`src/inc/bls_regs.vh`:
```
/*
 Timing constants, register offsets and field positions of the
 buck and linear supervisor logic. Assumes a 50 MHz pclk.
*/
`ifndef BLS_REGS_VH
`define BLS_REGS_VH
`define BLS_CLK_HZ 50000000
`define BLS_INT_SW_HZ 750000
`define BLS_INT_DIV ((`BLS_CLK_HZ + `BLS_INT_SW_HZ / 2) / `BLS_INT_SW_HZ)
`define BLS_INT_PERIOD_NS 1300
`define BLS_SYNC_LOSS_CYC ((2 * `BLS_INT_PERIOD_NS) / 20)
`define BLS_SS_US 5500
`define BLS_SS_SW_CYC ((`BLS_SS_US * 750) / 1000)
`define BLS_RST_HOLD_US 25000
`define BLS_RST_HOLD_SW_CYC ((`BLS_RST_HOLD_US * 750 + 999) / 1000)
`define BLS_OC_STEP_UP 4'h2
`define BLS_OC_FULL 4'hF
`define BLS_OC_WAIT 16
`define BLS_OV_PERSIST 32
`define BLS_ADDR_CTRL 12'h000
`define BLS_ADDR_STAT 12'h004
`define BLS_ADDR_FCNT 12'h008
`define BLS_CTRL_BUCK_EN 0
`define BLS_CTRL_LIN_EN 1
`define BLS_CTRL_RESET 32'h00000003
`endif

```
`src/bls_supervisor.v`:
```
/*
 Digital control of a buck and two linear regulators: clock select,
 soft start, overcurrent and overvoltage protection, power good,
 supervisor reset and an APB register slave.
 Assumes pclk at 50 MHz; pins are asynchronous and synchronised here.
*/
// Behaviour
// - Without sync clock, switch at internal 750kHz rate.
// - Sync clock 500kHz to 1000kHz; lock on its first rising edge.
// - No sync edge for two 1.3us periods: back to internal clock.
// - Buck enable rise starts 5.5ms soft start, then closes loop.
// - Sync input ignored while soft start runs.
// - Buck enable low shuts buck switches and reference; oscillator stops only while supply ok is low.
// - Buck power good high only when enabled and within 8%.
// - Second buck power good output is always the inverse.
// - Each switching cycle end, overcurrent adds two to 4 bit counter.
// - No overcurrent: counter minus one, saturating at 0000.
// - Counter at 1111 shuts buck and resets soft start.
// - After overcurrent shutdown wait 16 clocks, then restart soft start.
// - Overvoltage for 32 consecutive clocks shuts buck, resets soft start.
// - After overvoltage, restart only when enable or supply toggles.
// - Linear enable high turns both linear regulators on, low off.
// - Linear power good low if either out 15%, or disabled.
// - Reset held while supply low and 25ms after it recovers.
// - Active-low reset low, active-high reset high while held.
// - Reset asserts before undervoltage lockout turns outputs off.
// - Both enables low puts whole device into full shutdown.
// - Reset hold time is a parameter, 2.5ms per nF.
`timescale 1ns/1ps
`default_nettype none
`include "bls_regs.vh"
module bls_supervisor #(
   parameter SS_CYC = `BLS_SS_SW_CYC,
   parameter RST_HOLD_CYC = `BLS_RST_HOLD_SW_CYC,
   parameter INT_DIV = `BLS_INT_DIV
) (
   input wire pclk,
   input wire presetn,
   input wire psel,
   input wire penable,
   input wire pwrite,
   input wire [11:0] paddr,
   input wire [31:0] pwdata,
   output reg [31:0] prdata,
   output reg pready,
   output reg pslverr,
   input wire buck_enable_in,
   input wire linear_enable_in,
   input wire sync_in,
   input wire supply_ok_in,
   input wire supply_above_reset_in,
   input wire buck_in_window_in,
   input wire buck_overcurrent_in,
   input wire buck_overvoltage_in,
   input wire linear_reg_a_ok_in,
   input wire linear_reg_b_ok_in,
   output reg buck_switch_en,
   output reg buck_softstart,
   output reg buck_loop_closed,
   output reg buck_on_sync,
   output reg switch_cycle_start,
   output reg linear_reg_a_en,
   output reg linear_reg_b_en,
   output reg buck_power_good,
   output reg buck_power_good_n,
   output reg linear_power_good,
   output reg host_reset,
   output reg host_reset_n,
   output reg full_shutdown
);
   localparam ST_OFF = 3'h0;
   localparam ST_SS = 3'h1;
   localparam ST_RUN = 3'h2;
   localparam ST_OC_WAIT = 3'h3;
   localparam ST_OV_LATCH = 3'h4;

   wire [9:0] pin_s;
   reg [31:0] ctrl_q;
   reg sync_d1_q;
   reg [7:0] div_q;
   reg [7:0] loss_q;
   reg [7:0] sync_per_q;
   reg on_sync_q;
   reg [2:0] st_q;
   reg [23:0] ss_q;
   reg [3:0] fcnt_q;
   reg [4:0] wait_q;
   reg [5:0] ov_q;
   reg oc_smp_q;
   reg ov_smp_q;
   reg en_prev_q;
   reg sup_prev_q;
   reg [23:0] hold_q;
   reg [3:0] fcnt_d;
   wire access;
   wire use_sync;
   wire buck_en;
   wire lin_en;
   wire sync_rise;
   wire int_tick;
   wire cyc_end;
   wire en_rise;
   wire sup_rise;

   bls_sync_2ff #(
      .W(10)
   ) u_sync (
      .clk(pclk),
      .rst_n(presetn),
      .d({sync_in, buck_enable_in, linear_enable_in, supply_ok_in,
          supply_above_reset_in, buck_in_window_in, buck_overcurrent_in,
          buck_overvoltage_in, linear_reg_a_ok_in, linear_reg_b_ok_in}),
      .q(pin_s)
   );

   // Pin and software enables are combined by AND; software resets to on
   assign buck_en = pin_s[8] & ctrl_q[`BLS_CTRL_BUCK_EN] & pin_s[6];
   assign lin_en = pin_s[7] & ctrl_q[`BLS_CTRL_LIN_EN] & pin_s[6];
   assign sync_rise = pin_s[9] & ~sync_d1_q;
   assign int_tick = (div_q == INT_DIV - 1);
   // Soft start always runs on the oscillator, even if a lock is still held
   assign use_sync = on_sync_q && st_q != ST_SS;
   // A sync edge ends the cycle when locked, otherwise the oscillator does
   assign cyc_end = use_sync ? sync_rise : int_tick;
   assign access = psel && !penable;
   assign en_rise = pin_s[8] & ~en_prev_q;
   assign sup_rise = pin_s[6] & ~sup_prev_q;

   always @(posedge pclk or negedge presetn) begin
      if (!presetn) begin
         sync_d1_q <= 1'b0;
         div_q <= 8'h00;
         loss_q <= 8'h00;
         on_sync_q <= 1'b0;
         sync_per_q <= 8'h00;
         en_prev_q <= 1'b0;
         // Idle level of supply good is high; pin_s starts low, so sup_rise pulses once after reset if supply ok is high
         sup_prev_q <= 1'b1;
      end else begin
         sync_d1_q <= pin_s[9];
         en_prev_q <= pin_s[8];
         sup_prev_q <= pin_s[6];
         // Oscillator stops only while supply ok is low; buck shutdown alone keeps it running for reset timing
         if (int_tick || (!buck_en && !pin_s[6]))
            div_q <= 8'h00;
         else
            div_q <= div_q + 8'h01;
         if (sync_rise)
            loss_q <= 8'h00;
         else if (loss_q != 8'hFF)
            loss_q <= loss_q + 8'h01;
         if (sync_rise)
            sync_per_q <= 8'h00;
         else if (sync_per_q != 8'hFF)
            sync_per_q <= sync_per_q + 8'h01;
         // Edge lock ignored during soft start; loss timeout falls back cleanly
         if (st_q == ST_SS || !buck_en)
            on_sync_q <= 1'b0;
         else if (sync_rise)
            on_sync_q <= 1'b1;
         else if (loss_q >= `BLS_SYNC_LOSS_CYC)
            on_sync_q <= 1'b0;
      end
   end

   // Overcurrent counter next value
   always @* begin
      fcnt_d = fcnt_q;
      if (oc_smp_q) begin
         if (fcnt_q > `BLS_OC_FULL - `BLS_OC_STEP_UP)
            fcnt_d = `BLS_OC_FULL;
         else
            fcnt_d = fcnt_q + `BLS_OC_STEP_UP;
      end else if (fcnt_q != 4'h0) begin
         fcnt_d = fcnt_q - 4'h1;
      end
   end

   always @(posedge pclk or negedge presetn) begin
      if (!presetn) begin
         st_q <= ST_OFF;
         ss_q <= 24'h000000;
         fcnt_q <= 4'h0;
         wait_q <= 5'h00;
         ov_q <= 6'h00;
         oc_smp_q <= 1'b0;
         ov_smp_q <= 1'b0;
      end else begin
         if (cyc_end) begin
            oc_smp_q <= pin_s[3];
            ov_smp_q <= pin_s[2];
         end
         if (ov_smp_q && (st_q == ST_SS || st_q == ST_RUN)) begin
            if (ov_q != `BLS_OV_PERSIST)
               ov_q <= ov_q + 6'h01;
         end else begin
            ov_q <= 6'h00;
         end
         case (st_q)
            ST_OFF: begin
               ss_q <= 24'h000000;
               fcnt_q <= 4'h0;
               if (buck_en)
                  st_q <= ST_SS;
            end
            ST_SS, ST_RUN: begin
               if (!buck_en) begin
                  st_q <= ST_OFF;
               end else if (ov_q == `BLS_OV_PERSIST) begin
                  st_q <= ST_OV_LATCH;
                  ss_q <= 24'h000000;
               end else if (fcnt_q == `BLS_OC_FULL) begin
                  st_q <= ST_OC_WAIT;
                  ss_q <= 24'h000000;
                  wait_q <= 5'h00;
               end else begin
                  if (cyc_end)
                     fcnt_q <= fcnt_d;
                  if (st_q == ST_SS && int_tick) begin
                     if (ss_q == SS_CYC - 1)
                        st_q <= ST_RUN;
                     else
                        ss_q <= ss_q + 24'h000001;
                  end
               end
            end
            ST_OC_WAIT: begin
               fcnt_q <= 4'h0;
               if (!buck_en)
                  st_q <= ST_OFF;
               else if (wait_q == `BLS_OC_WAIT - 1)
                  st_q <= ST_SS;
               else
                  wait_q <= wait_q + 5'h01;
            end
            ST_OV_LATCH: begin
               // Only a fresh enable edge or supply return clears the latch
               if (en_rise || sup_rise)
                  st_q <= ST_OFF;
            end
            default: st_q <= ST_OFF;
         endcase
      end
   end

   // Supervisor hold counter on oscillator ticks
   always @(posedge pclk or negedge presetn) begin
      if (!presetn) begin
         hold_q <= 24'h000000;
         host_reset <= 1'b1;
         host_reset_n <= 1'b0;
      end else begin
         if (!pin_s[5])
            hold_q <= 24'h000000;
         else if (int_tick && hold_q != RST_HOLD_CYC)
            hold_q <= hold_q + 24'h000001;
         // Reset threshold sits above lockout, so reset leads the shutdown
         host_reset <= !pin_s[5] || hold_q != RST_HOLD_CYC;
         host_reset_n <= pin_s[5] && hold_q == RST_HOLD_CYC;
      end
   end

   always @(posedge pclk or negedge presetn) begin
      if (!presetn) begin
         buck_switch_en <= 1'b0;
         buck_softstart <= 1'b0;
         buck_loop_closed <= 1'b0;
         buck_on_sync <= 1'b0;
         switch_cycle_start <= 1'b0;
         linear_reg_a_en <= 1'b0;
         linear_reg_b_en <= 1'b0;
         buck_power_good <= 1'b0;
         buck_power_good_n <= 1'b1;
         linear_power_good <= 1'b0;
         full_shutdown <= 1'b1;
      end else begin
         buck_switch_en <= buck_en && (st_q == ST_SS || st_q == ST_RUN);
         buck_softstart <= buck_en && st_q == ST_SS;
         buck_loop_closed <= buck_en && st_q == ST_RUN;
         buck_on_sync <= use_sync;
         switch_cycle_start <= buck_en && cyc_end;
         linear_reg_a_en <= lin_en;
         linear_reg_b_en <= lin_en;
         buck_power_good <= buck_en && st_q == ST_RUN && pin_s[4];
         buck_power_good_n <= !(buck_en && st_q == ST_RUN && pin_s[4]);
         linear_power_good <= lin_en && pin_s[1] && pin_s[0];
         full_shutdown <= !pin_s[8] && !pin_s[7];
      end
   end

   // APB slave, zero wait states; read data prepared in the setup cycle
   always @(posedge pclk or negedge presetn) begin
      if (!presetn) begin
         ctrl_q <= `BLS_CTRL_RESET;
         prdata <= 32'h00000000;
         pready <= 1'b0;
         pslverr <= 1'b0;
      end else begin
         pready <= access;
         // Write lands only at the edge that completes the access phase
         if (psel && penable && pready && pwrite && paddr == `BLS_ADDR_CTRL)
            ctrl_q <= {30'h00000000, pwdata[1:0]};
         pslverr <= 1'b0;
         if (access) begin
            prdata <= 32'h00000000;
            case (paddr)
               `BLS_ADDR_CTRL: begin
                  if (!pwrite)
                     prdata <= ctrl_q;
               end
               `BLS_ADDR_STAT: begin
                  if (!pwrite)
                     prdata <= {20'h00000, fcnt_q, 1'b0, st_q, on_sync_q,
                                host_reset, buck_power_good, linear_power_good};
                  else
                     pslverr <= 1'b1;
               end
               `BLS_ADDR_FCNT: begin
                  if (!pwrite)
                     prdata <= {2'h0, ov_q, hold_q};
                  else
                     pslverr <= 1'b1;
               end
               default: pslverr <= 1'b1;
            endcase
         end
      end
   end
endmodule // bls_supervisor
`default_nettype wire

```
`src/bls_sync_2ff.v`:
```
/*
 Two-flop level synchroniser, parameterised width.
 Assumes inputs asynchronous to clk.
*/
`timescale 1ns/1ps
`default_nettype none
module bls_sync_2ff #(
   parameter W = 1
) (
   input wire clk,
   input wire rst_n,
   input wire [W-1:0] d,
   output reg [W-1:0] q
);
   reg [W-1:0] meta_q;
   always @(posedge clk or negedge rst_n) begin
      if (!rst_n) begin
         meta_q <= {W{1'b0}};
         q <= {W{1'b0}};
      end else begin
         meta_q <= d;
         q <= meta_q;
      end
   end
endmodule // bls_sync_2ff
`default_nettype wire

```
`config.mk`:
```
export PLATFORM = sky130hd
export DESIGN_NAME = bls_supervisor
export DESIGN_NICKNAME = d
export VERILOG_FILES = /design/src/bls_supervisor.v /design/src/bls_sync_2ff.v
export VERILOG_INCLUDE_DIRS = /design/src /design/src/inc
export SDC_FILE = /design/constraint.sdc
export NUM_CORES = 1
export LEC_CHECK = 0
export BUFFER_PORTS_ARGS = -buffer_cell sky130_fd_sc_hd__buf_2
export CAP_MARGIN = 20
export CELL_PAD_IN_SITES_DETAIL_PLACEMENT = 1
export CELL_PAD_IN_SITES_GLOBAL_PLACEMENT = 1
export CORE_MARGIN = 2
export CORE_UTILIZATION = 40
export DETAILED_ROUTE_END_ITERATION = 10
export HOLD_SLACK_MARGIN = 0.05
export PLACE_DENSITY = 0.8
export SLEW_MARGIN = 40
export SYNTH_ARGS = -nofsm -noshare
export SYNTH_HDL_FRONTEND = slang
export SYNTH_SLANG_ARGS = --single-unit
```
`constraint.sdc`:
```
create_clock -name pclk -period 3.3 [get_ports pclk]
set_input_delay 0.66 -clock pclk [delete_from_list [all_inputs] [get_ports pclk]]
set_output_delay 0.66 -clock pclk [all_outputs]
set_load 0.005 [all_outputs]
```
## Word level (Yosys, flattened, before mapping)

Cells that the tools add are included.

| storage, ports and cells | value |
|---|---|
| register bits | 156 |
| output and inout bits | 47 |

| operators by class | value |
|---|---|
| add/sub/neg operators | 8 |
| $lt $le $gt $ge | 2 |
| equal/unequal tests | 33 |
| muxes and demuxes | 48 |
| bitwise operators | 10 |
| reductions and logical operators | 46 |

Operator list:

| kind | number |
|---|---|
| $mux W24 | 7 |
| $pmux W30 S3 | 1 |
| $add A24 B1 Y24 const B | 2 |
| $pmux W24 S2 | 1 |
| $mux W30 | 1 |
| $mux W4 | 7 |
| $mux W3 | 9 |
| $mux W5 | 5 |
| $eq A24 B13 Y1 const B | 1 |
| $eq A24 B15 Y1 const B | 1 |
| $mux W8 | 3 |
| $ne A24 B15 Y1 const B | 1 |
| $ne A2 B2 Y1 const B | 10 |
| $logic_and A1 B1 Y1 | 19 |
| $add A8 B1 Y8 const B | 2 |
| $eq A12 B3 Y1 const B | 1 |
| $eq A12 B4 Y1 const B | 1 |
| $logic_not A12 Y1 | 1 |
| $mux W12 | 1 |
| $mux W6 | 2 |
| $pmux W3 S4 | 1 |
| $reduce_and A6 Y1 | 2 |
| $ne A5 B5 Y1 const B | 2 |
| $pmux W5 S2 | 1 |
| other kinds (34) | 65 |

## Longest topological paths before layout

Gate-level depths: netlist of run 1.

| depth | value |
|---|---|
| word-level depth | 8 |
| gate-level depth with buffers | 8 |
| mapped depth without buffers | 7 |

## By module

From an unflattened synthesis of run 1, not the netlist that was laid out.

| second synthesis, totals | value |
|---|---|
| cells, all modules | 703 |
| area, all modules | 7353.3 um^2 |

Modules (own cells, without submodules):

| module | times used | cells each | area an instance (um^2) | seq. area each (um^2) |
|---|---|---|---|---|
| bls_supervisor | 1 | 683 | 6852.8 | 3360.7 |
| bls_sync_2ff | 1 | 20 | 500.5 | 500.5 |

## Least setup slack after synthesis of run 1

Ideal clock, no wire load.

| timing | value |
|---|---|
| path kind | input -> register |
| start point | input port paddr[3] |
| end point | register prdata[20] |
| setup time | 66 ps |
| data arrival time | 2358 ps |
| data required time | 3234 ps |
| slack | 876 ps |
| stages | 6 |
| cell sequence | clkbuf_1 nor2b_1 clkbuf_1 nor4b_2 clkbuf_1 a22o_1 |

| between the ends | value |
|---|---|
| longest elaborated chain between the ends | 2 |

RTL lines:

| what | line | source |
|---|---|---|
| from (decl) | bls_supervisor.v:42 | `input wire [11:0] paddr,` |
| $eq A12 B4 Y1 (tied with other cells) | bls_supervisor.v:306 | `case (paddr)` |
| $pmux W30 S3 (*) | bls_supervisor.v:306 |  |
| to (signal assigned) | bls_supervisor.v:309 | `prdata <= ctrl_q;` |
| to (signal assigned) | bls_supervisor.v:313 | `prdata <= {20'h00000, fcnt_q, 1'b0, st_q, on_sync_q,` |
| to (signal assigned) | bls_supervisor.v:320 | `prdata <= {2'h0, ov_q, hold_q};` |
| to (decl) | bls_supervisor.v:44 | `output reg [31:0] prdata,` |

Mark *: on every way between the ends. The rest lies on a longest branch, timed or not.
A chain may end at the register's enable or synchronous reset.

## Worst setup path in the final report of run 1

| timing | value |
|---|---|
| start point | register div_q[0] |
| end point | register hold_q[23] |

| between the ends | value |
|---|---|
| longest elaborated chain between the ends | 3 |

RTL lines:

| what | line | source |
|---|---|---|
| from (decl) | bls_supervisor.v:80 | `reg [7:0] div_q;` |
| from (signal assigned) | bls_supervisor.v:147 | `div_q <= div_q + 8'h01;` |
| $eq A8 B7 Y1 | bls_supervisor.v:120 | `assign int_tick = (div_q == INT_DIV - 1);` |
| $logic_and A1 B1 Y1 | bls_supervisor.v:255 | `else if (int_tick && hold_q != RST_HOLD_CYC)` |
| $ne A2 B2 Y1 (no line) | n/a |  |
| to (signal assigned) | bls_supervisor.v:256 | `hold_q <= hold_q + 24'h000001;` |
| to (decl) | bls_supervisor.v:93 | `reg [23:0] hold_q;` |

Every way passes these cells.

==> results of run 1 <==
## state kept, by name (all words and copies together) (netlist names), 2 cells and up
signal and cells:
ov_q 6, wait_q 5, u_sync.q 10, st_q 3, fcnt_q 4, prdata 30
u_sync.meta_q 10, ctrl_q 2, ss_q 24, hold_q 24, div_q 8, loss_q 8
## Yosys cell counts, types with 7 or more instances
cell	instances	share of area, %
sky130_fd_sc_hd__dfrtp_1	148	51
sky130_fd_sc_hd__nor2_1	73	3.8
sky130_fd_sc_hd__nand2_1	43	2.2
sky130_fd_sc_hd__xor2_1	28	3.4
sky130_fd_sc_hd__nand3_1	27	1.9
sky130_fd_sc_hd__a22o_1	25	3.0
sky130_fd_sc_hd__o21ai_0	25	1.7
sky130_fd_sc_hd__clkbuf_1	23	1.2
sky130_fd_sc_hd__inv_1	23	1.2
sky130_fd_sc_hd__a21oi_1	22	1.5
sky130_fd_sc_hd__and3_1	20	1.7
sky130_fd_sc_hd__ha_1	19	3.3
sky130_fd_sc_hd__nand4_1	13	1.1
sky130_fd_sc_hd__nor3_1	13	0.90
sky130_fd_sc_hd__or3_1	13	1.1
sky130_fd_sc_hd__xnor2_1	12	1.5
sky130_fd_sc_hd__nor4_1	10	0.86
sky130_fd_sc_hd__or4_1	10	1.0
sky130_fd_sc_hd__a22oi_1	9	0.93
sky130_fd_sc_hd__o2111ai_1	9	1.1
sky130_fd_sc_hd__o211ai_1	9	0.93
sky130_fd_sc_hd__mux2i_1	7	0.97
sky130_fd_sc_hd__nand2b_1	7	0.60
## worst max-delay path, stage by stage, from the launching register on
cell	delay, ns
sky130_fd_sc_hd__dfrtp_1	0.43
sky130_fd_sc_hd__inv_1	0.09
sky130_fd_sc_hd__ha_1	0.17
sky130_fd_sc_hd__nand4bb_1	0.38
sky130_fd_sc_hd__nor3_1	0.63
sky130_fd_sc_hd__o2111ai_1	0.43
sky130_fd_sc_hd__or3_1	0.47
sky130_fd_sc_hd__a21oi_1	0.18
## where the power goes
part	switching, uW	total, uW	internal, uW
Combinational	95.8	147	51.0
Sequential	36.9	1960	1930
Clock	876	1970	1090
## through the flow
step                total power [uW]  utilization (%)  hold WS, ns  worst slack [ns]
floorplan                       2060                -        0.331             0.876
global placement                2130             43.9        0.333             0.623
detailed placement              2150             43.9        0.336             0.496
CTS                             4120             47.2        0.107             0.439
global route                    4220             47.2        0.120             0.209
finish                          4080             47.2        0.100             0.443
## layout make-up
cell class | instances | area share, %
sequential | 154 | 45.8
tap | 229 | 3.40
inverter | 23 | 1.02
clock inverter | 14 | 1.86
clock buffer | 18 | 5.21
multi-input combinational | 481 | 37.3
timing repair buffer | 82 | 5.36
## logic make-up (layout without fill, tap and decap cells)
group | after synthesis | count (layout) | share of synthesized area, %
and+or+nand+nor | 262 | 262 | 19.1
DFF | 154 | 154 | 53.3
AOI/OAI and AO/OA | 145 | 145 | 14.2
buffers and inverters | 55 | 137 | 3.30
xor gates and xnor gates | 40 | 40 | 4.84
adders and majority gates | 19 | 19 | 3.28
muxes | 13 | 13 | 1.90
other | 1 | 2 | 0.0518
## layer usage
metal | track usage, % | up-vias | part of all wire (%) | routed length, um
met4 | 9.29 | 0 | 2.3 | 447
met5 | 0 | - | 0 | 0
met2 | 36.5 | 137 | 51 | 9880
li1 | - | 2649 | - | -
met3 | 3.80 | 37 | 4.1 | 787
met1 | 25.5 | 2932 | 42 | 8110
## worst min path at each step
stage / from / to / slack [ns] / depth (start not counted)
2_1_floorplan: u_sync.meta_q[0] / u_sync.q[0] / 0.33 / 0
3_3_place_gp: u_sync.meta_q[8] / u_sync.q[8] / 0.33 / 0
3_5_place_dp: u_sync.meta_q[0] / u_sync.q[0] / 0.34 / 0
4_1_cts: presetn / prdata[29] / 0.11 / 1
5_1_grt: presetn / prdata[29] / 0.12 / 1
6_report: presetn / prdata[29] / 0.10 / 1
==> flow_summary.toml, run 1 <==
[route]
viasPerCell = 5.75
detail-route-antenna-nets = 0
finalWirelength_um = 19200
detailedRoute.firstIterationViolations = 247
dr_total_vias = 5755
drc = 0
firstDrtPassIters = 6
wl_per_cell_um = 19.2

[critical_path]
worst_setup_path_startpoint = "div_q[0]"
cp-endpoint = "hold_q[23]"
timing.critical_path.from_type = "flop"
worst-r2r-cell-count = 7
critical_path.endpoint_type = "flop"
cp.arrival_ns = 3.21
crit_path_max_fanout = 7
crit-reg2reg-launch = "div_q[0]"
timing.rr.end = "hold_q[23]"
worst_path_required_time_ns = 3.65
reg2reg_setup_slack_ns = 0.44
setup_cp_type = "reg2reg"

[job]
drv.max_cap_violation_count = 0

[synthesis]
synth_area_um2 = 7240
synth_sequential_area_ratio_pct = 53.3
synth_seq_cells = 154
synthesized_instance_count = 689
synth_edf_count = 0
yosys_warnings = 0
ys_async_sr_fraction_pct = 100
dominantRegCellSynth = "sky130_fd_sc_hd__dfrtp_1"
yosysUniqueCellTypes = 64
synth.avg_cell_area_um2 = 10.5

[floorplan]
die_width_um = 139
ios = 106
dieArea_um2 = 19200
floorplan.initialDensity_pct = 40.6
die_h_um = 139
fp.coreArea_um2 = 17800
fp-row-count = 49

[timing]
grt_setup_unrepaired = "false"
timing.final.crit_share_pct = 86.6
fin_worst_skew_ns = 0.0153
max-slew-margin-rel_pct = 48.6
timing.final.setup_violations = 0
drv_slew = 0
timing_worst_slew_pin_value_ns = 0.770
sum_of_negative_setup_slack_ns = 0
period_needed_ns = 2.86
finalHoldViolations = 0
fmax_ghz = 0.350

[final_layout]
layout-drive-gt1-share_pct = 17.5
synthToLayoutAreaGrowth_pct = 16.4
multi_input_comb_area_um2 = 3150
insertedDiodeCount = 0
layout.cell_area.non_filler_um2 = 8430
layoutNonFillerInstCount = 1001
seqCellArea_um2 = 3860
layout_commonest_cell = "sky130_fd_sc_hd__dfrtp_1"
fillerInstances = 2010
nets = 837
leading_cell_types_in_the_layout_fill_and_taps_excluded = "148 x sky130_fd_sc_hd__dfrtp_1, 73 x sky130_fd_sc_hd__nor2_1, 72 x sky130_fd_sc_hd__buf_2"

[clocking]
cts_inserted_buffers = 17
cts_tree = "yes"
ctsLongestPathBuffers = 2
post_cts.resized_instances = 0
clkTransAtPathRegs_ns = 0.07
worst_skew_pair.late_latency_ns = 0.44
cts.repair_timing.setup_buffer_count = 0
tritoncts_num_sinks = 154
clock_tree.root_cell = "sky130_fd_sc_hd__clkbuf_16"
ctsHoldBuffers = 0
h-tree-depth = 4

[pwr]
vdd_drop_max_v = 0.000372
static-leakage-power_uw = 0.00383
power_per_cell_area_nw_per_um2 = 484

[placed_design]
detailedPlacementHpwl_um = 13500
numPortBuffers = 73
gp_congestion = 0.868
placed_area_um2 = 7830
dpl.cell_count = 969

[run_status]
run_status = "completed"

[global_route]
gr-total-overflow = 0
grt_start_max_net_pins = 76
grt_use_total_pct = 21.0
grt_first_pass_wirelength_um = 32300
number_of_antenna_violations_at_the_first_check_in_global_routing = 0
via_count_of_the_first_global_routing_pass = 6306

[min_path]
hold_class = "in2async"
Power figures use the tool's default switching activity.
==> run 2, diff against run 1 <==
MAX_ROUTING_LAYER = met4   (was default)
PLACE_DENSITY = default   (was 0.8)
PLACE_DENSITY_LB_ADDON = 0.12   (was default)
==> run 2 against run 1 <==
Worst hold slack improved by 0.098 ns. Die area unchanged. Global-route usage decreased by 0.40 points. Critical endpoint unchanged. Clock skew decreased by 0.0053 ns.
==> flow_summary.toml, run 2 (synthesis results as in run 1) <==
[clocking]
tritoncts_num_sinks = 154
clkTransAtPathRegs_ns = 0.07
worst_skew_pair.late_latency_ns = 0.43
clock_tree.root_cell = "sky130_fd_sc_hd__clkbuf_16"
ctsHoldBuffers = 0
cts.repair_timing.setup_buffer_count = 0
cts_tree = "yes"
h-tree-depth = 4
ctsLongestPathBuffers = 2
post_cts.resized_instances = 0
cts_inserted_buffers = 17

[floorplan]
die_width_um = 139
floorplan.initialDensity_pct = 40.6
dieArea_um2 = 19200
fp.coreArea_um2 = 17800
fp-row-count = 49
die_h_um = 139
ios = 106

[critical_path]
critical_path.endpoint_type = "flop"
setup_cp_type = "reg2reg"
worst_path_required_time_ns = 3.64
worst_setup_path_startpoint = "div_q[0]"
crit_path_max_fanout = 7
crit-reg2reg-launch = "div_q[0]"
cp.arrival_ns = 3.10
timing.critical_path.from_type = "flop"

[placed_design]
detailedPlace.worstSlack_ns = 0.560
gp_congestion = 0.832
numPortBuffers = 73
detailedPlacementHpwl_um = 13100

[timing]
grt_setup_unrepaired = "false"
period_needed_ns = 2.76
timing.final.setup_violations = 0
max-slew-margin-rel_pct = 47.3
finalHoldViolations = 0
timing_worst_slew_pin_value_ns = 0.780
layout_setup_ws_ns = 0.542
fin_worst_skew_ns = 0.0100
drv_slew = 0
sum_of_negative_setup_slack_ns = 0
fmax_ghz = 0.363
timing.final.crit_share_pct = 83.6

[global_route]
grt_first_pass_wirelength_um = 30900
via_count_of_the_first_global_routing_pass = 5963
grt_use_total_pct = 20.6
number_of_antenna_violations_at_the_first_check_in_global_routing = 0
grt_start_max_net_pins = 65
gr-total-overflow = 0

[pwr]
power_per_cell_area_nw_per_um2 = 483
static-leakage-power_uw = 0.00382
vdd_drop_max_v = 0.000371

[final_layout]
fillerInstances = 1993
reg_top3 = "prdata x30, hold_q x24, ss_q x24"
leading_cell_types_in_the_layout_fill_and_taps_excluded = "148 x sky130_fd_sc_hd__dfrtp_1, 73 x sky130_fd_sc_hd__nor2_1, 72 x sky130_fd_sc_hd__buf_2"
registers.top_by_ff_count = "prdata"
flip_flop_count_of_the_largest_register_after_layout = 30
layout-drive-gt1-share_pct = 17.4
seqCellArea_um2 = 3860
synthToLayoutAreaGrowth_pct = 16.2
nets = 836
multi_input_comb_area_um2 = 3150
insertedDiodeCount = 0
layout_commonest_cell = "sky130_fd_sc_hd__dfrtp_1"

[route]
viasPerCell = 5.61
drc = 0
wl_per_cell_um = 18.3
finalWirelength_um = 18300
detailedRoute.firstIterationViolations = 248
firstDrtPassIters = 4
dr_total_vias = 5611
detail-route-antenna-nets = 0

[run_status]
run_status = "completed"

[job]
drv.max_cap_violation_count = 0

[min_path]
hold_class = "in2async"
run 2: cell type report:
cell class,count,area share [%]
well taps,229,3.41
multi-input cells,481,37.4
flip-flops and latches,154,45.9
clock buffers,18,5.22
clock inverters,14,1.76
repair buffers,81,5.28
inverters,23,1.03
run 2: worst paths after layout:
kind                                     to  slack [ns]  depth (start not counted)
max reg2reg                      hold_q[23]        0.54                          7
min reg2reg                     u_sync.q[1]        0.35                          0
max                              hold_q[23]        0.54                          7
min                              prdata[27]        0.20                          1
max in group asynchronous        host_reset        2.22                          2
min in group pclk          u_sync.meta_q[1]        0.33                          1
run 2: layer usage:
metal	GRT usage (%)	part of all wire, %
met3	3.69	3.1
met4	6.50	1.3
met1	25.2	45
met5	-	0
met2	34.8	51
run 2: worst max-delay path, stage by stage, from the launching register on:
cell,delay (ns)
sky130_fd_sc_hd__dfrtp_1,0.43
sky130_fd_sc_hd__inv_1,0.08
sky130_fd_sc_hd__ha_1,0.15
sky130_fd_sc_hd__nand4bb_1,0.40
sky130_fd_sc_hd__nor3_1,0.62
sky130_fd_sc_hd__o2111ai_1,0.41
sky130_fd_sc_hd__or3_1,0.45
sky130_fd_sc_hd__a21oi_1,0.14
run 2: through the flow:
stage	cell area (um2)	power (uW)	hold WS (ns)	std cells	util [%]
5_1_grt	8410	4220	0.236	1000	47.1
6_report	8410	4060	0.198	1000	47.1
3_5_place_dp	7820	2150	0.336	968	43.8
2_1_floorplan	7240	2060	0.331	690	-
3_3_place_gp	7820	2140	0.333	968	43.8
4_1_cts	8410	4120	0.221	1000	47.1
run 2: report_power, final:
| group | total [uW] | leakage, uW | switching (uW) | internal [uW] |
|---|---|---|---|---|
| combinational | 146 | 0.00147 | 95.1 | 50.6 |
| clock | 1950 | 0.000281 | 865 | 1090 |
| sequential | 1960 | 0.00207 | 36.3 | 1930 |
==> run 3, diff against run 2 <==
ABC_AREA = 1   (was default)
CORE_UTILIZATION = 39   (was 40)
clock period = 2.3 ns   (was 3.3 ns; I/O delays follow)
==> run 3 against run 2 <==
Setup slack worse by 0.25 ns. Clock skew is 0.0017 ns higher. Final cell count up 44%. Non-clock buffer count up 25. Worst hold slack worse by 0.072 ns. Critical path depth up 4. Power grew 74%. Synthesized area rose by 13%. Clock-buffer cell count shrank 1. Clock power up 49%. Sequential share of layout area is 5.8 points lower. Design area up 15%. Critical endpoint is now ss_q[8].
==> flow_summary.toml, run 3 <==
[timing]
timing.final.setup_violations = 0
drv_slew = 0
sum_of_negative_setup_slack_ns = 0
finalHoldViolations = 0
fmax_ghz = 0.498
layout_setup_ws_ns = 0.291
timing.final.crit_share_pct = 87.3
fin_worst_skew_ns = 0.0118
period_needed_ns = 2.01
timing_worst_slew_pin_value_ns = 0.641
grt_setup_unrepaired = "false"
max-slew-margin-rel_pct = 57.1

[placed_design]
dpl.cell_count = 1406
placed_area_um2 = 9030
detailedPlace.worstSlack_ns = 0.317
gp_congestion = 0.852
detailedPlacementHpwl_um = 17800
numPortBuffers = 73

[global_route]
gr-total-overflow = 0
grt_first_pass_wirelength_um = 40700
via_count_of_the_first_global_routing_pass = 7896
grt_start_max_net_pins = 49
number_of_antenna_violations_at_the_first_check_in_global_routing = 0
grt_use_total_pct = 23.9

[final_layout]
layoutNonFillerInstCount = 1439
reg_top3 = "prdata x30, hold_q x24, ss_q x24"
fillerInstances = 2625
nets = 1229
insertedDiodeCount = 0
layout.cell_area.non_filler_um2 = 9640
fin_util_pct = 46.3
layout_commonest_cell = "sky130_fd_sc_hd__nand2_1"
synthToLayoutAreaGrowth_pct = 17.6
registers.top_by_ff_count = "prdata"
flip_flop_count_of_the_largest_register_after_layout = 30
layout-drive-gt1-share_pct = 14.2
leading_cell_types_in_the_layout_fill_and_taps_excluded = "261 x sky130_fd_sc_hd__nand2_1, 148 x sky130_fd_sc_hd__dfrtp_1, 127 x sky130_fd_sc_hd__nor2_1"

[pwr]
power_per_cell_area_nw_per_um2 = 732
static-leakage-power_uw = 0.00459
vdd_drop_max_v = 0.000444

[route]
dr_total_vias = 7483
firstDrtPassIters = 7
finalWirelength_um = 24200
drc = 0
detailedRoute.firstIterationViolations = 402
wl_per_cell_um = 16.8
detail-route-antenna-nets = 0
viasPerCell = 5.20

[synthesis]
synth_edf_count = 0
dominantRegCellSynth = "sky130_fd_sc_hd__dfrtp_1"
synth.avg_cell_area_um2 = 7.77
yosys-top-cells-area = "sky130_fd_sc_hd__dfrtp_1 45%, sky130_fd_sc_hd__nand2_1 12%, sky130_fd_sc_hd__nand3_1 6.9%"
synth_sequential_area_ratio_pct = 47.1
synth_area_um2 = 8200
synthDominantAreaCellType = "sky130_fd_sc_hd__dfrtp_1"
yosys_warnings = 0
synth_top_area_share_pct = 45.2
ys_async_sr_fraction_pct = 100
yosys-top-cells-count = "261 x sky130_fd_sc_hd__nand2_1, 148 x sky130_fd_sc_hd__dfrtp_1, 127 x sky130_fd_sc_hd__nor2_1, 113 x sky130_fd_sc_hd__nand3_1, 104 x sky130_fd_sc_hd__inv_1"
synthesized_instance_count = 1055
synth_seq_cells = 154
synthMostInstantiatedCell = "sky130_fd_sc_hd__nand2_1"
yosysUniqueCellTypes = 42

[critical_path]
critical_path.endpoint_type = "flop"
timing.critical_path.from_type = "flop"
worstPathCellList = "inv_1, ha_1, nand3b_1, nor2_1, inv_2, nor2_1, nand2_1, a21oi_4, buf_4, nand2_1, o21ai_1"
critical_path.n_buffers_inverters = 3
cp.arrival_ns = 2.36
setup_cp_type = "reg2reg"
crit_path_max_fanout = 18
max_stage_delay_ns = 0.40
worst_path_required_time_ns = 2.65
critical-path-slowest-cell = "sky130_fd_sc_hd__dfrtp_1"
cpLargestDelayFamily = "simple AND/OR/NAND/NOR gates"

[clocking]
h-tree-depth = 4
clkTransAtPathRegs_ns = 0.07
tritoncts_num_sinks = 154
worst_skew_pair.late_latency_ns = 0.43
ctsLongestPathBuffers = 2
cts_tree = "yes"
clock_tree.root_cell = "sky130_fd_sc_hd__clkbuf_16"
cts_inserted_buffers = 17

[floorplan]
floorplan.initialDensity_pct = 39.4
die_width_um = 149
dieArea_um2 = 22200
fp-row-count = 53
ios = 106
die_h_um = 149
fp.coreArea_um2 = 20800

[min_path]
hold_class = "in2reg"

[run_status]
run_status = "completed"

[job]
drv.max_cap_violation_count = 0
-- run 3: changes by cell type after synthesis, sizes merged, moves of 17 or more --
cell	delta
nand2	+222
inv	+90
o21ai	+36
nand3	+87
o31ai	+17
and3	-18
nor3	+20
nand4	+18
nor2	+58
a22o	-25
-- run 3: kinds of logic after synthesis --
group,Yosys count,synth area share [%]
other,1,0.0457
xor gates and xnor gates,19,2.03
and+or+nand+nor,585,31.1
adders and majority gates,19,2.90
buffers and inverters,143,7.08
DFF,154,47.1
AOI/OAI and AO/OA,134,9.75
-- run 3: routing by layer --
metal  global-route usage (%)  up-vias  part of all wire [%]
met5                        -        -                     0
met2                     41.2       91                    51
met4                     6.38        0                   1.5
met3                     3.73       25                   2.1
met1                     29.4     3715                    45
li1                         -     3652                     -
-- run 3: worst reg2reg max path: cells and delay by family (launching register included) --
family                   cells  cell delay (ns)
buffers and inverters        3             0.41
flip-flops                   1             0.40
adder cells (fa/ha/maj)      1             0.14
AND/OR/NAND/NOR              5             0.73
AO/OA/AOI/OAI                2             0.25
-- run 3: through the flow --
stage,power (uW),hold slack [ns]
2_1_floorplan,3820,0.164
5_1_grt,7440,0.103
3_3_place_gp,4170,0.335
4_1_cts,7160,0.111
3_5_place_dp,4200,0.336
6_report,7060,0.127
-- run 3: final timing paths --
check                                  start                to  slack, ns  depth (start not counted)
max                                 div_q[0]           ss_q[8]       0.29                         11
max reg2reg                         div_q[0]           ss_q[8]       0.29                         11
max in group asynchronous            presetn        prdata[24]       1.05                          3
min in group asynchronous            presetn      host_reset_n       0.53                          2
min reg2reg                 u_sync.meta_q[9]       u_sync.q[9]       0.35                          0
min                        buck_in_window_in  u_sync.meta_q[4]       0.13                          1
-- run 3: report_power, final --
part           internal [uW]  switching [uW]  leakage, uW
clock                   1640            1260     0.000290
sequential              2800             143      0.00206
combinational            385             824      0.00223
total                   4830            2230      0.00459
-- run 3: layout make-up --
type                       instances  area, um2  share of cell area [%]
timing repair buffer             106        647                    6.71
multi-input combinational        759       3760                    39.0
sequential                       154       3860                    40.1
clock inverter                    15        176                    1.83
inverter                         113        424                    4.40
clock buffer                      17        425                    4.41
tap                              275        344                    3.57
-- run 3: repair_timing --
action / 4_1_cts / 5_1_grt
endpoints found under the hold margin: 40 / 0
resized for setup: 0 / 0
setup buffers: 0 / 0
hold buffers: 1 / 0
